**config.mk**
```make
export PLATFORM = sky130hd
export DESIGN_NAME = tesi_top
export DESIGN_NICKNAME = d
export VERILOG_FILES = /design/src/tesi_pkg.sv /design/src/tesi_fifo.sv /design/src/tesi_top.sv
export SDC_FILE = /design/constraint.sdc
export NUM_CORES = 1
export LEC_CHECK = 0
export BUFFER_PORTS_ARGS = -buffer_cell sky130_fd_sc_hd__buf_4
export CAP_MARGIN = 5
export CORE_ASPECT_RATIO = 0.7
export CORE_MARGIN = 1
export CORE_UTILIZATION = 55
export CTS_CLUSTER_SIZE = 14
export DETAILED_ROUTE_END_ITERATION = 8
export PLACE_DENSITY = 0.81
export SKIP_LAST_GASP = 1
export SYNTH_ARGS = -nofsm -noshare
export SYNTH_HDL_FRONTEND = slang
export SYNTH_SLANG_ARGS = --single-unit
```
**constraint.sdc**
```tcl
create_clock -name mclk_in -period 7.99 [get_ports mclk_in]
set_input_delay 1.598 -clock mclk_in [delete_from_list [all_inputs] [get_ports mclk_in]]
set_output_delay 1.598 -clock mclk_in [all_outputs]
set_load 0.005 [all_outputs]
```
**src/tesi_pkg.sv**
```systemverilog
// Constants and types for the terminal escape sequence interpreter
package tesi_pkg;
  localparam logic [7:0] CH_ESC = 8'h1b;
  localparam logic [7:0] CH_LF = 8'h0a;
  localparam logic [7:0] CH_LBR = 8'h5b;
  localparam logic [7:0] CH_QM = 8'h3f;
  localparam logic [7:0] CH_SEMI = 8'h3b;
  localparam logic [7:0] CH_BANG = 8'h21;
  localparam logic [7:0] CH_HASH = 8'h23;
  localparam logic [7:0] CH_BSL = 8'h5c;
  localparam logic [7:0] CH_0 = 8'h30;
  localparam logic [7:0] CH_9 = 8'h39;
  localparam logic [7:0] CH_OFFSET = 8'h1f;
  localparam logic [7:0] CH_LO = 8'h20;
  localparam logic [7:0] CH_HI = 8'h7e;
  localparam logic [7:0] DEF_PARAM = 8'h01;
  localparam logic [7:0] FIN_TOP = 8'h40;
  localparam logic [7:0] PAR_MAX = 8'hff;
  localparam int FIFO_DEPTH = 16;
  localparam int MODE_W = 12;
  // Mode bit positions
  localparam int MB_NEWLINE = 0;
  localparam int MB_CURKEY = 1;
  localparam int MB_COMPAT = 2;
  localparam int MB_SCROLL = 3;
  localparam int MB_INVERT = 4;
  localparam int MB_WRAP = 5;
  localparam int MB_REPEAT = 6;
  localparam int MB_OVERWR = 7;
  localparam int MB_LBASIC = 8;
  localparam int MB_HBASIC = 9;
  localparam int MB_PKEYS = 10;
  localparam int MB_APRINT = 11;
  localparam logic [MODE_W-1:0] MODE_RESET = 12'h060;
  localparam logic [2:0] CS_UK = 3'h0;
  localparam logic [2:0] CS_US = 3'h1;
  localparam logic [2:0] CS_SOFT1 = 3'h2;
  localparam logic [2:0] CS_SOFT2 = 3'h3;
  localparam logic [2:0] CS_SOFT3 = 3'h4;
  localparam logic [2:0] CS_RESET = 3'h1;
  // Commands issued to the display engine
  typedef enum logic [4:0] {
    CMD_NONE = 5'h00, CMD_UP = 5'h01, CMD_DOWN = 5'h02,
    CMD_RIGHT = 5'h03, CMD_LEFT = 5'h04, CMD_HOME = 5'h05,
    CMD_GOTO = 5'h06, CMD_ERASE_EOS = 5'h07, CMD_ERASE_EOL = 5'h08,
    CMD_PRINT_ALL = 5'h09, CMD_PRINT_PART = 5'h0a, CMD_XHATCH = 5'h0b,
    CMD_SELFTEST = 5'h0c, CMD_SOFT_RESET = 5'h0d, CMD_ERASE_LINE = 5'h0e,
    CMD_ERASE_SCR = 5'h0f
  } tesi_cmd_type;
  typedef struct packed {
    tesi_cmd_type op;
    logic [7:0] arg_a;
    logic [7:0] arg_b;
  } tesi_action_type;
  // Reply kinds
  typedef enum logic [1:0] {
    RPL_CPR = 2'h0, RPL_OK = 2'h1, RPL_ID = 2'h2, RPL_COMPAT_ID = 2'h3
  } tesi_reply_type;
  typedef enum logic [1:0] {
    DCS_NONE = 2'h0, DCS_SETUP = 2'h1, DCS_KEYPAD = 2'h2, DCS_DISCARD = 2'h3
  } tesi_dcs_type;
  typedef enum logic [2:0] {
    ST_GROUND = 3'h0, ST_ESC = 3'h1, ST_CSI = 3'h2, ST_SUB = 3'h3,
    ST_DCS = 3'h4, ST_DCS_ESC = 3'h5, ST_YLINE = 3'h6, ST_YCOL = 3'h7
  } tesi_state_type;
endpackage

```
**src/tesi_fifo.sv**
```systemverilog
// Parameterised valid/ready FIFO for incoming host characters
`timescale 1ns/1ps
module tesi_fifo #(
  parameter int WIDTH = 8,
  parameter int DEPTH = 16
) (
  input wire logic mclk_in,
  input wire logic reset_in,
  input wire logic ce_in,
  input wire logic in_valid_in,
  output logic in_ready_out,
  input wire logic [WIDTH-1:0] in_data_in,
  output logic out_valid_out,
  input wire logic out_ready_in,
  output logic [WIDTH-1:0] out_data_out
);
  localparam int AW = $clog2(DEPTH);
  logic [WIDTH-1:0] mem [DEPTH];
  logic [AW:0] wr_ptr;
  logic [AW:0] rd_ptr;
  logic push;
  logic pop;
  logic full;
  logic empty;
  assign full = (wr_ptr[AW-1:0] == rd_ptr[AW-1:0]) &&
                (wr_ptr[AW] != rd_ptr[AW]);
  assign empty = (wr_ptr == rd_ptr);
  assign push = in_valid_in && !full && ce_in;
  assign pop = out_ready_in && !empty;
  // A frozen block refuses characters rather than losing them
  assign in_ready_out = !full && ce_in;
  assign out_valid_out = !empty;
  assign out_data_out = mem[rd_ptr[AW-1:0]];
  always_ff @(posedge mclk_in) begin
    if (ce_in && push) begin
      mem[wr_ptr[AW-1:0]] <= in_data_in;
    end
  end
  always_ff @(posedge mclk_in) begin
    if (reset_in) begin
      wr_ptr <= '0;
      rd_ptr <= '0;
    end else if (ce_in) begin
      if (push) begin
        wr_ptr <= wr_ptr + 1'b1;
      end
      if (pop) begin
        rd_ptr <= rd_ptr + 1'b1;
      end
    end
  end
endmodule

```
**src/tesi_top.sv**
```systemverilog
// Escape sequence interpreter: parser, modes, commands and replies
`timescale 1ns/1ps
module tesi_top
  import tesi_pkg::*;
(
  input wire logic mclk_in,
  input wire logic reset_in,
  input wire logic ce_in,
  input wire logic rx_valid_in,
  output logic rx_ready_out,
  input wire logic [7:0] rx_data_in,
  input wire logic linefeed_graphics_entry_in,
  input wire logic [7:0] cursor_line_in,
  input wire logic [7:0] cursor_col_in,
  input wire logic action_ready_in,
  output logic action_valid_out,
  output tesi_action_type action_out,
  output logic reply_valid_out,
  output tesi_reply_type reply_kind_out,
  output logic [7:0] reply_line_out,
  output logic [7:0] reply_col_out,
  output logic [1:0] indicator_out,
  output logic [2:0] primary_charset_out,
  output logic [2:0] secondary_charset_slot_out,
  output logic graphics_mode_out,
  output logic keypad_style_mode_out,
  output logic [MODE_W-1:0] mode_out,
  output logic [MODE_W-1:0] setup_mode_out,
  output logic [4:0] selftest_mask_out,
  output logic selftest_repeat_out,
  output tesi_dcs_type dcs_route_out,
  output logic dcs_valid_out,
  output logic [7:0] dcs_data_out
);
  tesi_state_type state;
  logic fifo_valid;
  logic [7:0] ch;
  logic take;
  logic [7:0] sub_lead;
  logic private_mark;
  logic bang_mark;
  logic [7:0] numeric_param;
  logic [7:0] first_param;
  logic [1:0] param_count;
  logic [7:0] line_param;
  logic is_digit;
  logic is_final;
  logic [7:0] eff;
  logic [7:0] digit_val;
  logic [7:0] acc_next;
  logic [15:0] acc_wide;
  logic [1:0] lamp_pend;
  logic [1:0] lamp_step;

  // Parser stalls while a command awaits the display engine
  assign take = fifo_valid && !(action_valid_out && !action_ready_in);

  tesi_fifo #(.WIDTH(8), .DEPTH(FIFO_DEPTH)) u_fifo (
    .mclk_in(mclk_in),
    .reset_in(reset_in),
    .ce_in(ce_in),
    .in_valid_in(rx_valid_in),
    .in_ready_out(rx_ready_out),
    .in_data_in(rx_data_in),
    .out_valid_out(fifo_valid),
    .out_ready_in(take),
    .out_data_out(ch)
  );

  assign is_digit = (ch >= CH_0) && (ch <= CH_9);
  assign is_final = (ch >= FIN_TOP) && (ch <= CH_HI);
  assign digit_val = ch - CH_0;
  // Saturating decimal accumulation keeps huge values harmlessly unsupported
  assign acc_wide = (16'(numeric_param) * 16'h000a) + 16'(digit_val);
  assign acc_next = (acc_wide > 16'(PAR_MAX)) ? PAR_MAX : acc_wide[7:0];
  assign eff = (numeric_param == 8'h00) ? DEF_PARAM : numeric_param;
  // Lamp value once the current parameter is applied to the pending copy
  assign lamp_step = (numeric_param == 8'h00) ? 2'b00 :
                     (numeric_param == 8'h01) ? (lamp_pend | 2'b01) :
                     (numeric_param == 8'h02) ? (lamp_pend | 2'b10) :
                     lamp_pend;

  // Parser state
  always_ff @(posedge mclk_in) begin
    if (reset_in) begin
      state <= ST_GROUND;
      sub_lead <= 8'h00;
    end else if (ce_in && take) begin
      if (ch == CH_ESC && state != ST_DCS && state != ST_DCS_ESC) begin
        state <= ST_ESC;
      end else begin
        unique case (state)
          ST_GROUND: state <= ST_GROUND;
          ST_ESC: begin
            sub_lead <= ch;
            if (ch == CH_LBR && !mode_out[MB_COMPAT]) begin
              state <= ST_CSI;
            end else if (ch == 8'h50) begin
              state <= ST_SUB;
            end else if (ch == 8'h59 && mode_out[MB_COMPAT]) begin
              state <= ST_YLINE;
            end else if (!mode_out[MB_COMPAT] &&
                         (ch == 8'h28 || ch == 8'h29 || ch == CH_HASH)) begin
              state <= ST_SUB;
            end else begin
              state <= ST_GROUND;
            end
          end
          ST_CSI: state <= is_final ? ST_GROUND : ST_CSI;
          ST_SUB: begin
            if (sub_lead == 8'h50 && ch != 8'h70) begin
              state <= ST_DCS;
            end else begin
              state <= ST_GROUND;
            end
          end
          ST_DCS: state <= (ch == CH_ESC) ? ST_DCS_ESC : ST_DCS;
          ST_DCS_ESC: begin
            if (ch == CH_BSL) begin
              state <= ST_GROUND;
            end else if (ch == CH_ESC) begin
              state <= ST_DCS_ESC;
            end else begin
              state <= ST_DCS;
            end
          end
          ST_YLINE: state <= ST_YCOL;
          ST_YCOL: state <= ST_GROUND;
        endcase
      end
    end
  end

  // Control sequence parameters, split at each semicolon
  always_ff @(posedge mclk_in) begin
    if (reset_in) begin
      numeric_param <= 8'h00;
      first_param <= 8'h00;
      param_count <= 2'h0;
      private_mark <= 1'b0;
      bang_mark <= 1'b0;
      line_param <= 8'h00;
    end else if (ce_in && take) begin
      if (state == ST_ESC) begin
        numeric_param <= 8'h00;
        param_count <= 2'h0;
        private_mark <= 1'b0;
        bang_mark <= 1'b0;
      end else if (state == ST_CSI) begin
        if (is_digit) begin
          numeric_param <= acc_next;
        end else if (ch == CH_SEMI) begin
          numeric_param <= 8'h00;
          if (param_count == 2'h0) begin
            first_param <= numeric_param;
          end
          if (param_count != 2'h3) begin
            param_count <= param_count + 2'h1;
          end
        end else if (ch == CH_QM) begin
          private_mark <= 1'b1;
        end else if (ch == CH_BANG) begin
          bang_mark <= 1'b1;
        end
      end else if (state == ST_YLINE) begin
        line_param <= ch - CH_OFFSET;
      end
    end
  end

  // Mode bits: live copy and stored setup copy
  always_ff @(posedge mclk_in) begin
    if (reset_in) begin
      mode_out <= MODE_RESET;
      setup_mode_out <= MODE_RESET;
    end else if (ce_in && take) begin
      if (state == ST_ESC && ch == 8'h63) begin
        mode_out <= setup_mode_out;
      end else if (state == ST_ESC && ch == 8'h3c && mode_out[MB_COMPAT]) begin
        mode_out[MB_COMPAT] <= 1'b0;
        setup_mode_out[MB_COMPAT] <= 1'b0;
      end else if (state == ST_CSI && (ch == 8'h68 || ch == 8'h6c) &&
                   !bang_mark) begin
        // Only the last parameter acts; earlier ones are dropped
        if (!private_mark && numeric_param == 8'd20) begin
          mode_out[MB_NEWLINE] <= (ch == 8'h68);
          setup_mode_out[MB_NEWLINE] <= (ch == 8'h68);
        end else if (private_mark) begin
          unique case (numeric_param)
            8'd1: begin
              mode_out[MB_CURKEY] <= (ch == 8'h68);
              setup_mode_out[MB_CURKEY] <= (ch == 8'h68);
            end
            8'd2: begin
              if (ch == 8'h6c) begin
                mode_out[MB_COMPAT] <= 1'b1;
                setup_mode_out[MB_COMPAT] <= 1'b1;
              end
            end
            8'd4: begin
              mode_out[MB_SCROLL] <= (ch == 8'h68);
              setup_mode_out[MB_SCROLL] <= (ch == 8'h68);
            end
            8'd5: begin
              mode_out[MB_INVERT] <= (ch == 8'h68);
              setup_mode_out[MB_INVERT] <= (ch == 8'h68);
            end
            8'd7: begin
              mode_out[MB_WRAP] <= (ch == 8'h68);
              setup_mode_out[MB_WRAP] <= (ch == 8'h68);
            end
            8'd8: begin
              mode_out[MB_REPEAT] <= (ch == 8'h68);
              setup_mode_out[MB_REPEAT] <= (ch == 8'h68);
            end
            8'd20: begin
              mode_out[MB_OVERWR] <= (ch == 8'h68);
              setup_mode_out[MB_OVERWR] <= (ch == 8'h68);
            end
            8'd21: begin
              mode_out[MB_LBASIC] <= (ch == 8'h68);
              setup_mode_out[MB_LBASIC] <= (ch == 8'h68);
            end
            8'd22: begin
              mode_out[MB_HBASIC] <= (ch == 8'h68);
              setup_mode_out[MB_HBASIC] <= (ch == 8'h68);
            end
            8'd23: begin
              mode_out[MB_PKEYS] <= (ch == 8'h68);
              setup_mode_out[MB_PKEYS] <= (ch == 8'h68);
            end
            8'd24: begin
              mode_out[MB_APRINT] <= (ch == 8'h68);
              setup_mode_out[MB_APRINT] <= (ch == 8'h68);
            end
            default: mode_out <= mode_out;
          endcase
        end
      end
    end
  end

  // Lamps, character sets, keypad and graphics mode
  always_ff @(posedge mclk_in) begin
    if (reset_in) begin
      indicator_out <= 2'b00;
      lamp_pend <= 2'b00;
      primary_charset_out <= CS_RESET;
      secondary_charset_slot_out <= CS_RESET;
      keypad_style_mode_out <= 1'b0;
      graphics_mode_out <= 1'b0;
    end else if (ce_in && take) begin
      if (ch == CH_ESC) begin
        graphics_mode_out <= 1'b0;
      end else if (state == ST_GROUND && ch == CH_LF &&
                   linefeed_graphics_entry_in) begin
        graphics_mode_out <= !graphics_mode_out;
      end
      if (state == ST_SUB && sub_lead == 8'h50 && ch == 8'h70) begin
        graphics_mode_out <= 1'b1;
      end
      if (state == ST_ESC && ch == 8'h3d) begin
        keypad_style_mode_out <= 1'b1;
      end
      if (state == ST_ESC && ch == 8'h3e) begin
        keypad_style_mode_out <= 1'b0;
      end
      if (state == ST_ESC && ch == 8'h63) begin
        indicator_out <= 2'b00;
        keypad_style_mode_out <= 1'b0;
      end
      // Parameters run in order on a copy; other finals leave lamps alone
      if (state == ST_ESC) begin
        lamp_pend <= indicator_out;
      end else if (state == ST_CSI && ch == CH_SEMI) begin
        lamp_pend <= lamp_step;
      end
      if (state == ST_CSI && !private_mark && !bang_mark && ch == 8'h71) begin
        indicator_out <= lamp_step;
      end
      if (state == ST_SUB && (sub_lead == 8'h28 || sub_lead == 8'h29)) begin
        logic [2:0] cs;
        logic ok;
        cs = CS_US;
        ok = 1'b1;
        unique case (ch)
          8'h41: cs = CS_UK;
          8'h42: cs = CS_US;
          8'h30: cs = CS_SOFT1;
          8'h31: cs = CS_SOFT2;
          8'h32: cs = CS_SOFT3;
          default: ok = 1'b0;
        endcase
        if (ok && sub_lead == 8'h28) begin
          primary_charset_out <= cs;
        end
        if (ok && sub_lead == 8'h29) begin
          secondary_charset_slot_out <= cs;
        end
      end
    end
  end

  // Self test selection accumulates per parameter after the first, whatever its value
  always_ff @(posedge mclk_in) begin
    if (reset_in) begin
      selftest_mask_out <= 5'h00;
      selftest_repeat_out <= 1'b0;
    end else if (ce_in && take) begin
      if (state == ST_ESC) begin
        selftest_mask_out <= 5'h00;
        selftest_repeat_out <= 1'b0;
      end else if (state == ST_CSI && param_count != 2'h0 &&
                   (ch == CH_SEMI || ch == 8'h79)) begin
        if (numeric_param >= 8'd1 && numeric_param <= 8'd5) begin
          selftest_mask_out[3'(numeric_param - 8'd1)] <= 1'b1;
        end else if (numeric_param == 8'd9) begin
          selftest_repeat_out <= 1'b1;
        end
      end
    end
  end

  // Display engine commands
  always_ff @(posedge mclk_in) begin
    if (reset_in) begin
      action_valid_out <= 1'b0;
      action_out <= '{op: CMD_NONE, arg_a: 8'h00, arg_b: 8'h00};
    end else if (ce_in) begin
      if (action_valid_out && action_ready_in) begin
        action_valid_out <= 1'b0;
      end
      if (take) begin
        tesi_action_type a;
        a = '{op: CMD_NONE, arg_a: 8'h00, arg_b: 8'h00};
        if (state == ST_ESC && ch != CH_ESC) begin
          if (ch == 8'h63) begin
            a.op = CMD_SOFT_RESET;
          end else if (mode_out[MB_COMPAT]) begin
            unique case (ch)
              8'h41: a.op = CMD_UP;
              8'h42: a.op = CMD_DOWN;
              8'h43: a.op = CMD_RIGHT;
              8'h44: a.op = CMD_LEFT;
              8'h48: a.op = CMD_HOME;
              8'h4a: a.op = CMD_ERASE_EOS;
              8'h4b: a.op = CMD_ERASE_EOL;
              default: a.op = CMD_NONE;
            endcase
            a.arg_a = DEF_PARAM;
          end
        end else if (state == ST_SUB && sub_lead == CH_HASH) begin
          if (ch == 8'h37) begin
            a.op = CMD_PRINT_ALL;
          end else if (ch == 8'h38) begin
            a.op = CMD_XHATCH;
          end
        end else if (state == ST_YCOL) begin
          a = '{op: CMD_GOTO, arg_a: line_param, arg_b: 8'(ch - CH_OFFSET)};
        end else if (state == ST_CSI && !private_mark && is_final) begin
          unique case (ch)
            8'h41: a = '{op: CMD_UP, arg_a: eff, arg_b: 8'h00};
            8'h42: a = '{op: CMD_DOWN, arg_a: eff, arg_b: 8'h00};
            8'h43: a = '{op: CMD_RIGHT, arg_a: eff, arg_b: 8'h00};
            8'h44: a = '{op: CMD_LEFT, arg_a: eff, arg_b: 8'h00};
            8'h71: begin
              if (bang_mark) begin
                a = '{op: CMD_PRINT_PART, arg_a: first_param,
                      arg_b: numeric_param};
              end
            end
            8'h79: begin
              if (first_param == 8'd3) begin
                a.op = CMD_SELFTEST;
              end
            end
            default: a.op = CMD_NONE;
          endcase
        end
        if (a.op != CMD_NONE) begin
          action_out <= a;
          action_valid_out <= 1'b1;
        end
      end
    end
  end

  // Replies to the host, one cycle pulse
  always_ff @(posedge mclk_in) begin
    if (reset_in) begin
      reply_valid_out <= 1'b0;
      reply_kind_out <= RPL_OK;
      reply_line_out <= 8'h00;
      reply_col_out <= 8'h00;
    end else if (ce_in) begin
      reply_valid_out <= 1'b0;
      if (take && state == ST_CSI && !private_mark && ch == 8'h6e) begin
        if (numeric_param == 8'd6) begin
          reply_valid_out <= 1'b1;
          reply_kind_out <= RPL_CPR;
          reply_line_out <= cursor_line_in;
          reply_col_out <= cursor_col_in;
        end else if (numeric_param == 8'd5) begin
          reply_valid_out <= 1'b1;
          reply_kind_out <= RPL_OK;
        end
      end else if (take && state == ST_CSI && !private_mark && ch == 8'h63 &&
                   numeric_param == 8'h00 && param_count == 2'h0) begin
        reply_valid_out <= 1'b1;
        reply_kind_out <= RPL_ID;
      end else if (take && state == ST_ESC && ch == 8'h5a) begin
        reply_valid_out <= 1'b1;
        reply_kind_out <= mode_out[MB_COMPAT] ? RPL_COMPAT_ID : RPL_ID;
      end
    end
  end

  // Device control string routing
  always_ff @(posedge mclk_in) begin
    if (reset_in) begin
      dcs_route_out <= DCS_NONE;
      dcs_valid_out <= 1'b0;
      dcs_data_out <= 8'h00;
    end else if (ce_in) begin
      dcs_valid_out <= 1'b0;
      if (take && state == ST_SUB && sub_lead == 8'h50) begin
        unique case (ch)
          8'h72: dcs_route_out <= DCS_SETUP;
          8'h71: dcs_route_out <= DCS_DISCARD;
          8'h70: dcs_route_out <= DCS_NONE;
          default: dcs_route_out <= DCS_KEYPAD;
        endcase
      end else if (take && state == ST_DCS && ch != CH_ESC) begin
        dcs_valid_out <= (dcs_route_out != DCS_DISCARD);
        dcs_data_out <= ch;
      end else if (take && state == ST_DCS_ESC && ch == CH_BSL) begin
        dcs_route_out <= DCS_NONE;
      end
    end
  end
endmodule

```
==> After elaboration in Yosys (flattened, before gate mapping) <==
Memories as Yosys holds them, arrays and structs flattened. A register that Yosys moved wholly into a read port is not among the register bits.
Cells that the tools add are included.
{ "word_totals": {"regBits": 143, "latchBits": 0, "ramBits": 128, "rom_bits": 0, "inputBits": 30, "out_inout_bits": 93, "elab_cells": 449, "memories": 1} }
{ "mem_list": {"columns": ["name", "depth", "word_bits", "rd", "rd_ports_with_merged_regs", "write_ports", "line_no", "source"], "rows": [
  ["u_fifo.mem", 16, 8, 1, 1, 1, "tesi_fifo.sv:18", "logic [WIDTH-1:0] mem [DEPTH];"]
]} }
{ "op_classes": {"addsub": 7, "n_mul": 1, "div": 0, "n_lt_le_gt_ge": 9, "eq_ne": 80, "n_shift": 0, "muxes": 128, "n_bitwise": 9, "n_reduce_logical": 161} }
{ "ops": {"columns": ["op", "count"], "rows": [
  ["$eq A8 B7 Y1 const B", 21],
  ["$eq A8 B6 Y1 const B", 17],
  ["$reduce_and A6 Y1", 13],
  ["$reduce_and A7 Y1", 11],
  ["$mux W13", 5],
  ["$mux W8", 8],
  ["$logic_and A1 B1 Y1", 58],
  ["$reduce_bool A2 Y1", 29],
  ["$mux W1", 57],
  ["$mux W2", 25],
  ["$eq A8 B5 Y1 const B", 6],
  ["$mux W21", 2],
  ["$mux W12", 3],
  ["$eq A8 B3 Y1 const B", 4],
  ["$pmux W16 S2", 1],
  ["$pmux W5 S6", 1],
  ["$reduce_and A3 Y1", 10],
  ["$pmux W4 S7", 1],
  ["$mux W5", 5],
  ["$eq A8 B4 Y1 const B", 3],
  ["$reduce_bool A3 Y1", 8],
  ["$mux W3", 7],
  ["$pmux W3 S7", 1],
  ["$mux W20", 1],
  ["51 further kinds", 98]
]} }

==> Depth between registers and ports, before layout <==
Gate-level depths: netlist of the first run.
{ "depth": {"ltp_word": 13, "mapped_depth": 20, "depth_no_buf": 17} }

==> Modules after synthesis <==
Synthesis of the first run repeated with hierarchy kept, for this count alone.
{ "unflattened": {"hier_cells": 1220, "hier_area_um2": 13429.1} }
{ "modules_own_cells": {"columns": ["mod", "n_inst", "cells_per_inst", "area_each_um2", "seq_area_each_um2"], "rows": [
  ["tesi_top", 1, 932, 7604.8, 2642.5],
  ["tesi_fifo", 1, 288, 5824.3, 4124.0]
]} }

==> Worst setup path before layout of the first run <==
Ideal clock, no wire load.
{ "synth_path": {"path_type": "reg-to-reg", "startpoint": "register with a tool-made name", "endpoint": "register numeric_param[0]", "setup_time_ns": 0.128, "arrival_ns": 4.325, "required_time_ns": 7.862, "setup_slack_ns": 3.538, "path_stages_with_launch": 21, "n_path_buf": 3, "period_less_slack_ns": 4.452, "path_cell_list": "dfxtp_1 > buf_6 > buf_6 > buf_1 > mux4_2 > nor2b_1 > o21a_1 > a221oi_1 > inv_1 > ha_1 > inv_1 > fa_1 > inv_1 > a21oi_1 > o21bai_1 > a2111oi_0 > nand3b_1 > a31oi_1 > a21oi_1 > mux2i_1 > nor2_1"} }
{ "synth_lines": {"columns": ["item", "line_no", "source"], "rows": [
  ["end signal: assignment", "tesi_top.sv:151", "numeric_param <= acc_next;"],
  ["end: declaration", "tesi_top.sv:42", "logic [7:0] numeric_param;"]
]} }

==> results of run 1 <==
-- logic make-up after synthesis --
kind of cell    count (synthesis)
simple gates                  403
flops                         274
compound gates                258
buf+inv                       108
mux                           107
fa+ha+maj                      41
xor+xnor                       33
other cells                     1
-- power breakdown --
part	switching (mW)	leakage [nW]	internal [mW]
Clock	0.547	0.393	0.685
Sequential	0.0289	2.33	1.48
Combinational	0.295	2.87	0.158
-- worst max-delay path, stage by stage, from the launching register on --
cell	delay, ps
dfxtp_2	950
mux4_2	610
o21a_1	210
o21a_1	190
a221oi_1	620
inv_1	320
ha_1	310
inv_1	70
fa_1	200
inv_1	50
a21oi_1	160
o21bai_1	140
a2111oi_0	430
nand3b_1	140
a31oi_1	660
a21oi_1	160
mux2i_1	170
nor2_1	60
-- registers in the layout, summed over array words and instances, names as in the netlist, 12 cells and up, named ones only --
register	count
action_out	20
u_fifo.mem	128
setup_mode_out	12
mode_out	12
-- metrics by stage --
stage	instance area (um2)	util (%)	instances
after detailed placement	14400	60.9	1612
after floorplan	13300	-	1225
after global routing	15200	64.4	1660
after global placement	14400	60.9	1612
final	15200	64.4	1661
after CTS	15200	64.4	1660
-- cells in the final DEF, fill, tap and decap left out, types with 9 or more instances in the layout --
cell / n
nand2b_1: 10
xnor2_1: 17
nand3_1: 35
edfxtp_1: 128
a21oi_1: 71
clkbuf_16: 27
xor2_1: 16
ha_1: 39
and3_1: 10
a221oi_1: 20
mux4_2: 31
a211oi_1: 18
nor3_1: 30
nor2_1: 150
mux2i_1: 59
nand2_1: 103
nand4_1: 14
inv_1: 41
buf_4: 134
a21o_1: 9
dfxtp_1: 145
o21ai_0: 50
mux2_2: 9
-- routing by layer --
| layer | part of all wire, % | routed length, um | GRT usage [%] | vias up |
|---|---|---|---|---|
| met3 | 13 | 4710 | 9.37 | 61 |
| li1 | - | - | - | 4739 |
| met4 | 1.9 | 688 | 6.37 | 0 |
| met2 | 41 | 15000 | 40.6 | 656 |
| met5 | 0 | 0 | 0 | - |
| met1 | 44 | 16300 | 44.5 | 5052 |
-- final timing paths --
check / start / endpoint / depth (start not counted)
min reg2reg: selftest_mask_out[4]$_SDFFE_PP0P_ / selftest_mask_out[4]$_SDFFE_PP0P_ / 2
min: selftest_mask_out[4]$_SDFFE_PP0P_ / selftest_mask_out[4]$_SDFFE_PP0P_ / 2
max reg2reg: flip-flop / numeric_param[0]$_SDFFE_PP0P_ / 17
max: flip-flop / numeric_param[0]$_SDFFE_PP0P_ / 17
-- final cells by class --
class	instances	share of cell area, %
clock buffers	31	4.53
multi-input cells	843	39.8
well taps	318	2.61
repair buffers	134	6.60
inverters	43	1.08
flip-flops and latches	274	44.4
diodes	1	0.0164
clock inverters	17	0.969
==> impl_metrics.csv, run 1 <==
group,metric,value,unit
final_layout,area_growth,14.9,%
synth,synth-seq-cells,274,
synth,synthFlopType,"dfxtp_1",
timing,tns,0,ps
final_layout,multi_input_area,6060,um2
global_route,grt_max_degree,78,
power_and_ir_drop,power_per_cell_area,210,nW/um2
final_layout,regArea,6770,um2
die,dieArea,24700,um2
place,port_buffers,121,
synth,synth_xor_area_share,2.18,%
die,initial_utilization,56.1,%
synth,synth_area,13300,um2
final_layout,fill_cells,1826,
synth,synthCells,1225,
synth,synth_top_area_share,29.0,%
clocking,clock_latency,550,ps
timing,whs,446,ps
timing,worst_slack,2410,ps
global_route,antenna_found_initial,0,
final_layout,nets,1394,
routing,drtIter0Drc,1320,
global_route,grt_pass1_vias,9804,
die,die_w,188,um
routing,via_per_inst,6.33,
power_and_ir_drop,leakagePower,5.60,nW
synth,muxShareOfSynthArea,11.8,%
timing,fmax,179,MHz
clocking,cts_made_buffers,27,
place,place_hpwl,25900,um
synth,synth_simple_gate_area_share,14.1,%
routing,first_pass_iters,5,
worst_setup_path,cp.arrival,5980,ps
worst_setup_path,start_kind,"flip-flop",
timing,rsz0062_at_grt,"false",
clocking,cts_tree,"done",
synth,yosys_warnings,0,
synth,postSynth.asyncResetShare,0,%
routing,num_vias,10500,
clocking,cts_resized,0,
synth,ys_types,86,
synth,synth_top_area_cell,"edfxtp_1",
worst_setup_path,rrSetupSlack,2410,ps
synth,synth_top_family_by_area,"simple AND/OR/NAND/NOR gates",
hold_path,hp-class,"flip-flop to flip-flop",
synth,synth_area_per_cell,10.8,um2
clocking,postCtsSetupBuffers,0,
synth,synth.area.top_cells,"edfxtp_1 29%, dfxtp_1 22%, mux4_2 5.3%",
outcome,status,"finished, final reports clean",
place,post-place-ws,2480,ps
timing,relSlewSlack,6.26,%
timing,post-route-min-period,5580,ps
global_route,grt_pass1_wl,56500,um
timing,finClkSkew,6.89,ps
die,pin_count,123,
timing,worst_pin_slew,1390,ps
worst_setup_path,crit_fanout,29,
synth,synth_compound_area_share,13.5,%
worst_setup_path,crit_path_end_kind,"flip-flop",
die,core,23600,um2
synth,seq_area_frac_synth,51.0,%
final_layout,drive_gt1_share,17.9,%
power_and_ir_drop,max-vdd-ir-drop,0.173,mV
worst_setup_path,required,8390,ps
routing,post-route-drc-count,0,
timing,setup_viol_count_final,0,
power_and_ir_drop,finalPower,3.20,mW
global_route,overflow,0,
clocking,htreeDepth,1,
synth,yosysMostFrequentCell,"nor2_1",
die,rows,47,
routing,drtAntennaViolNets,0,
timing,period_share,69.8,%
synth,yosys.area_share.adder,3.98,%
job,maxCapViolations,0,
clocking,cts_hold_buf,0,
place,place.gp.congestion,0.960,
synth,synth_nets,1296,
die,die-height,132,um
synth,synth_edf_count,128,
clocking,cts_sinks,274,
clocking,clockBufferDepth,3,
routing,wl_per_cell,22.1,um
worst_setup_path,path_class,"flip-flop to flip-flop",
timing,hold_viol_final,0,
global_route,grt_usage,29.3,%
routing,routed_wl,36700,um
clocking,clkSlewWorstSetupHoldPaths,60,ps
timing,finalMaxSlewViolations,0,
clocking,cts-root-buf,"clkbuf_16",
synth,synth.top_cells.by_count,"151 x nor2_1, 146 x dfxtp_1, 128 x edfxtp_1",
Power figures use the tool's default switching activity.
==> run 2: changes to the inputs <==
ABC_AREA = 1   (was unset)
clock period = 5.5 ns   (was 7.99 ns; I/O delays follow)
==> impl_metrics.csv, run 2 <==
group,metric,value,unit
outcome,status,"finished, final reports clean",
final_layout,nets,1832,
synth,synth.top_cells.by_count,"364 x nand2_1, 211 x inv_1, 146 x dfxtp_1",
final_layout,drive_gt1_share,12.6,%
final_layout,fill_cells,2000,
final_layout,diodes,0,
global_route,overflow,0,
timing,worst_pin_slew,1180,ps
synth,synth_top_area_cell,"edfxtp_1",
synth,seq_area_frac_synth,49.7,%
die,rows,47,
synth,yosysMostFrequentCell,"nand2_1",
worst_setup_path,path_class,"flip-flop to flip-flop",
worst_setup_path,crit_fanout,74,
synth,synth.area.top_cells,"edfxtp_1 28%, dfxtp_1 21%, nand2_1 10%",
hold_path,hp-class,"flip-flop to flip-flop",
clocking,cts_made_buffers,27,
clocking,clockBufferDepth,3,
final_layout,area_growth,13.7,%
timing,worst_slack,1080,ps
synth,synth_top_family_by_area,"simple AND/OR/NAND/NOR gates",
worst_setup_path,start_kind,"flip-flop",
final_layout,finalNonFillerCells,2099,
timing,finClkSkew,20.3,ps
synth,synthFlopType,"dfxtp_1",
power_and_ir_drop,power_per_cell_area,313,nW/um2
routing,drtAntennaViolNets,0,
power_and_ir_drop,finalPower,4.85,mW
place,post-place-ws,1290,ps
final_layout,fin_util,64.5,%
power_and_ir_drop,max-vdd-ir-drop,0.248,mV
clocking,cts_sinks,274,
clocking,clkSlewWorstSetupHoldPaths,60,ps
worst_setup_path,r2r.worst_path.cells,17,
synth,synth_nets,1736,
synth,synth_simple_gate_area_share,22.6,%
worst_setup_path,cp_common_cell,"nand2_1",
routing,wl_per_cell,18.5,um
die,pin_count,123,
clocking,cts_hold_buf,0,
routing,routed_wl,38800,um
clocking,cts_tree,"done",
routing,num_vias,12100,
worst_setup_path,crit_path_end,"numeric_param[5]$_SDFFE_PP0P_",
worst_setup_path,required,5890,ps
hold_path,hold_start,"mode_out[3]$_SDFFE_PP0P_",
clocking,clock_latency,550,ps
synth,synth-seq-cells,274,
global_route,grt_pass1_wl,59800,um
worst_setup_path,max_stage_delay,690,ps
clocking,cts_resized,0,
place,place.gp.congestion,1.00,
synth,synth_area,13600,um2
worst_setup_path,cp.arrival,4800,ps
place,place_hpwl,27600,um
timing,hold_viol_final,0,
routing,post-route-drc-count,0,
synth,synth_edf_count,128,
synth,synth_xor_area_share,1.16,%
die,die-height,134,um
clocking,postCtsSetupBuffers,0,
routing,drtIter0Drc,1555,
worst_setup_path,crit_path_end_kind,"flip-flop",
job,maxCapViolations,0,
synth,synth_compound_area_share,13.6,%
worst_setup_path,critPathSlowestCell,"nor3_1",
timing,finalMaxSlewViolations,0,
worst_setup_path,crit_chain,"buf_4, nor2_1, nor2_1, o21ai_0, nand3_1, nand3_1, nand2_1, inv_1, ha_1, ha_1, nand2_1, o21ai_0, a31oi_1, nor3_1, nand2_1, a21oi_1, a211oi_2",
synth,synth_top_area_share,28.2,%
timing,fmax,226,MHz
timing,period_share,80.3,%
final_layout,layout_commonest_cell,"nand2_1",
synth,yosys.area_share.adder,3.88,%
synth,ys_types,51,
global_route,grt_pass1_vias,10800,
synth,muxShareOfSynthArea,0,%
timing,setup_viol_count_final,0,
die,die_w,190,um
routing,via_per_inst,5.78,
place,port_buffers,121,
synth,yosys_warnings,0,
worst_setup_path,rrSetupSlack,1080,ps
timing,tns,0,ps
clocking,htreeDepth,1,
power_and_ir_drop,leakagePower,6.49,nW
die,core,24000,um2
synth,postSynth.asyncResetShare,0,%
die,initial_utilization,56.8,%
global_route,grt_max_degree,75,
synth,synthCells,1665,
place,dp.cells,2050,
final_layout,mostFrequentLayoutCells,"364 x nand2_1, 210 x inv_1, 145 x dfxtp_1, 142 x a21oi_1, 141 x nor2_1",
synth,synth_area_per_cell,8.18,um2
die,dieArea,25400,um2
global_route,grt_usage,30.3,%
routing,first_pass_iters,6,
clocking,cts-root-buf,"clkbuf_16",
timing,post-route-min-period,4420,ps
global_route,antenna_found_initial,0,
final_layout,largest_register_ffs,128,
timing,relSlewSlack,21.3,%
worst_setup_path,timing.rr.end,"numeric_param[5]$_SDFFE_PP0P_",
timing,rsz0062_at_grt,"false",
-- run 2: worst min-delay path by stage --
stage                                   end  slack [ps]  cells past startpoint
6_report           mode_out[3]$_SDFFE_PP0P_         440                      2
5_1_grt            mode_out[3]$_SDFFE_PP0P_         460                      2
4_1_cts            mode_out[3]$_SDFFE_PP0P_         450                      2
3_5_place_dp   dcs_data_out[4]$_SDFFE_PP0P_         440                      2
3_3_place_gp   dcs_data_out[0]$_SDFFE_PP0P_         430                      2
2_1_floorplan  dcs_data_out[0]$_SDFFE_PP0P_         440                      2
-- run 2: kinds of logic (layout without fill, tap and decap cells) --
group | after synthesis | in the layout
simple gates | 714 | 714
compound gates | 325 | 325
buf+inv | 292 | 408
flops | 274 | 274
fa+ha+maj | 41 | 41
xor+xnor | 18 | 18
other cells | 1 | 1
-- run 2: report_power, final --
part           total (mW)  internal (mW)  switching (mW)
sequential           2.17           2.15          0.0200
combinational       0.909          0.237           0.672
clock                1.77          0.988           0.780
total                4.85           3.38            1.47
-- run 2: per-layer routing --
metal	GRT usage, %	part of all wire (%)	up-vias
met5	0	0	-
met1	47.6	45	5606
met2	40.6	39	733
met4	7.12	2.0	0
met3	7.96	14	77
li1	-	-	5712
-- run 2: final cells by class --
type	instances	area (um2)	area share (%)
Sequential cell	274	6770	43.7
Timing Repair Buffer	133	998	6.45
Tap cell	318	398	2.57
Inverter	226	851	5.50
Clock inverter	7	36.3	0.234
Clock buffer	42	793	5.12
Multi-Input combinational cell	1099	5640	36.4
-- run 2: worst max-delay path: cells and delay by family, from the launching register on --
kind | cells | cell delay (ps)
flip-flops | 1 | 340
AND/OR/NAND/NOR | 8 | 1550
buffers and inverters | 2 | 760
adder cells (fa/ha/maj) | 2 | 690
AO/OA/AOI/OAI | 5 | 870
-- run 2: per-stage QoR --
| step | hold slack [ps] | cell area, um2 |
|---|---|---|
| final | 444 | 15500 |
| after floorplan | 440 | 13600 |
| after global routing | 463 | 15500 |
| after global placement | 434 | 14700 |
| after CTS | 449 | 15500 |
| after detailed placement | 438 | 14700 |
==> run 3: changes to the inputs <==
ABC_AREA = 0   (was 1)
CORE_UTILIZATION = 54   (was 55)
PLACE_DENSITY = 0.82   (was 0.81)
clock period = 3.9 ns   (was 5.5 ns; I/O delays follow)
==> impl_metrics.csv, run 3 (synthesis results as in run 1) <==
group,metric,value,unit
outcome,status,"finished, final reports clean",
global_route,antenna_found_initial,0,
timing,tns,0,ps
power_and_ir_drop,seq_power_share,44.7,%
clocking,htreeDepth,1,
worst_setup_path,required,4290,ps
clocking,clockBufferDepth,3,
worst_setup_path,path_class,"flip-flop to flip-flop",
die,die_w,189,um
clocking,cts_made_buffers,27,
timing,relSlewSlack,29.9,%
timing,worst_slack,80.3,ps
die,pin_count,123,
routing,first_pass_iters,7,
hold_path,hp-class,"flip-flop to flip-flop",
place,postPlaceCellArea,15100,um2
timing,finalMaxSlewViolations,0,
place,post-place-ws,-43.4,ps
worst_setup_path,crit_path_end_kind,"flip-flop",
routing,via_per_inst,6.34,
die,dieArea,25200,um2
clocking,cts_sinks,274,
final_layout,fin_util,67.8,%
worst_setup_path,critPathBufInv,1,
power_and_ir_drop,pwr-share-clk,38.6,%
timing,period_share,97.9,%
global_route,grt_pass1_wl,59100,um
timing,hold_viol_final,0,
worst_setup_path,crit_chain,"buf_12, mux4_2, mux4_2, a21o_1, xnor2_1, ha_1, nand2_1, a2111oi_2, nand3b_1, a31oi_4, a21oi_2, mux2i_1, nor2_1",
clocking,clkSlewWorstSetupHoldPaths,70,ps
timing,setup_viol_count_final,0,
final_layout,nets,1481,
worst_setup_path,cp.arrival,4210,ps
routing,wl_per_cell,22.6,um
routing,num_vias,11100,
power_and_ir_drop,power.internal,4.99,mW
power_and_ir_drop,max-vdd-ir-drop,0.345,mV
final_layout,mostFrequentLayoutCells,"213 x buf_4, 148 x nor2_1, 144 x dfxtp_1, 128 x edfxtp_1, 103 x nand2_1",
global_route,grt_max_degree,76,
job,maxCapViolations,0,
place,place.gp.congestion,1.01,
timing,finClkSkew,22.8,ps
final_layout,diodes,0,
global_route,grt_pass1_vias,10400,
power_and_ir_drop,leakagePower,6.09,nW
die,initial_utilization,55.5,%
die,rows,47,
worst_setup_path,start_kind,"flip-flop",
power_and_ir_drop,p_sw,1.88,mW
worst_setup_path,cp_common_cell,"mux4_2",
final_layout,final_area,16200,um2
timing,rsz0062_at_grt,"true",
routing,drtAntennaViolNets,0,
final_layout,finalNonFillerCells,1748,
clocking,cts_tree,"done",
routing,post-route-drc-count,0,
die,die-height,133,um
place,place_hpwl,27800,um
timing,fmax,262,MHz
routing,routed_wl,39400,um
final_layout,layout_commonest_cell,"buf_4",
power_and_ir_drop,swShare,27.3,%
final_layout,largest_register_ffs,128,
clocking,cts-root-buf,"clkbuf_16",
power_and_ir_drop,power_per_cell_area,424,nW/um2
worst_setup_path,max_stage_delay,600,ps
die,core,23900,um2
worst_setup_path,path_delay_family,"multiplexers",
worst_setup_path,critPathSlowestCell,"mux4_2",
place,dp.cells,1692,
timing,worst_pin_slew,1050,ps
routing,drtIter0Drc,1485,
timing,post-route-min-period,3820,ps
clocking,clock_latency,550,ps
place,port_buffers,121,
final_layout,drive_gt1_share,25.4,%
power_and_ir_drop,p_comb_share,16.7,%
global_route,overflow,0,
worst_setup_path,crit_fanout,8,
final_layout,fill_cells,1743,
final_layout,area_growth,22.1,%
global_route,grt_usage,30.6,%
==> run 3: changes by cell type in the layout (fill, tap and decap cells not counted), moves of 58 or more <==
cell     delta
nand2_1   -261
inv_1     -171
mux2i_1    +58
a21oi_1    -76
buf_4      +80
nand3_1    -93
==> run 3: area by class of cell <==
cell class                      instances  area, um2  area share (%)
Clock buffer                           35        756            4.67
Clock inverter                         14        133           0.819
Inverter                               43        164            1.01
Multi-Input combinational cell        843       6210            38.4
Sequential cell                       274       6770            41.8
Tap cell                              318        398            2.46
Timing Repair Buffer                  221       1760            10.8
==> run 3: power by group through the flow <==
stage / clock network [mW] / logic [mW] / registers [mW]
6_report: 2.65 / 1.15 / 3.07
2_1_floorplan: 0 / 0.634 / 3.12
5_1_grt: 2.78 / 1.21 / 3.08
3_5_place_dp: 0 / 1.04 / 3.13
3_3_place_gp: 0 / 1.02 / 3.13
4_1_cts: 2.66 / 1.05 / 3.07
==> run 3: path summary, 6_finish.rpt <==
path | from | endpoint | slack [ps] | cells after the start
worst min register to register | selftest_mask_out[4]$_SDFFE_PP0P_ | selftest_mask_out[4]$_SDFFE_PP0P_ | 460 | 2
worst max register to register | flip-flop | numeric_param[7]$_SDFFE_PP0P_ | 80 | 13
worst min-delay path | selftest_mask_out[4]$_SDFFE_PP0P_ | selftest_mask_out[4]$_SDFFE_PP0P_ | 460 | 2
worst max-delay path | flip-flop | numeric_param[7]$_SDFFE_PP0P_ | 80 | 13
==> run 3: timing repair <==
action	4_1_cts	5_1_grt
endpoints found under the setup margin	9	40
buffers inserted	1	5
resized for setup	6	34
gates cloned	0	1
hold buffers	0	0
pin swaps	2	6
==> run 3: metal layers <==
layer | share of wire [%] | global-route usage, % | routed length, um | vias to the layer above
met5 | 0 | 0 | 0 | -
met3 | 13 | 10.2 | 5210 | 88
li1 | - | - | - | 4910
met4 | 2.2 | 6.50 | 858 | 0
met2 | 42 | 43.6 | 16600 | 709
met1 | 42 | 45.2 | 16700 | 5380
==> run 3: per-stage QoR <==
stage               power (mW)  hold slack [ps]
detailed placement        4.17              458
CTS                       6.79              462
floorplan                 3.76              436
global route              7.06              470
finish                    6.87              459
global placement          4.15              439
==> run 3: worst reg2reg max path: stages (launching register included) <==
cell and delay, ps:
dfxtp_4 400, buf_12 150, mux4_2 520, mux4_2 600, a21o_1 230, xnor2_1 160
ha_1 360, nand2_1 80, a2111oi_2 320, nand3b_1 170, a31oi_4 350, a21oi_2 100
mux2i_1 180, nor2_1 60
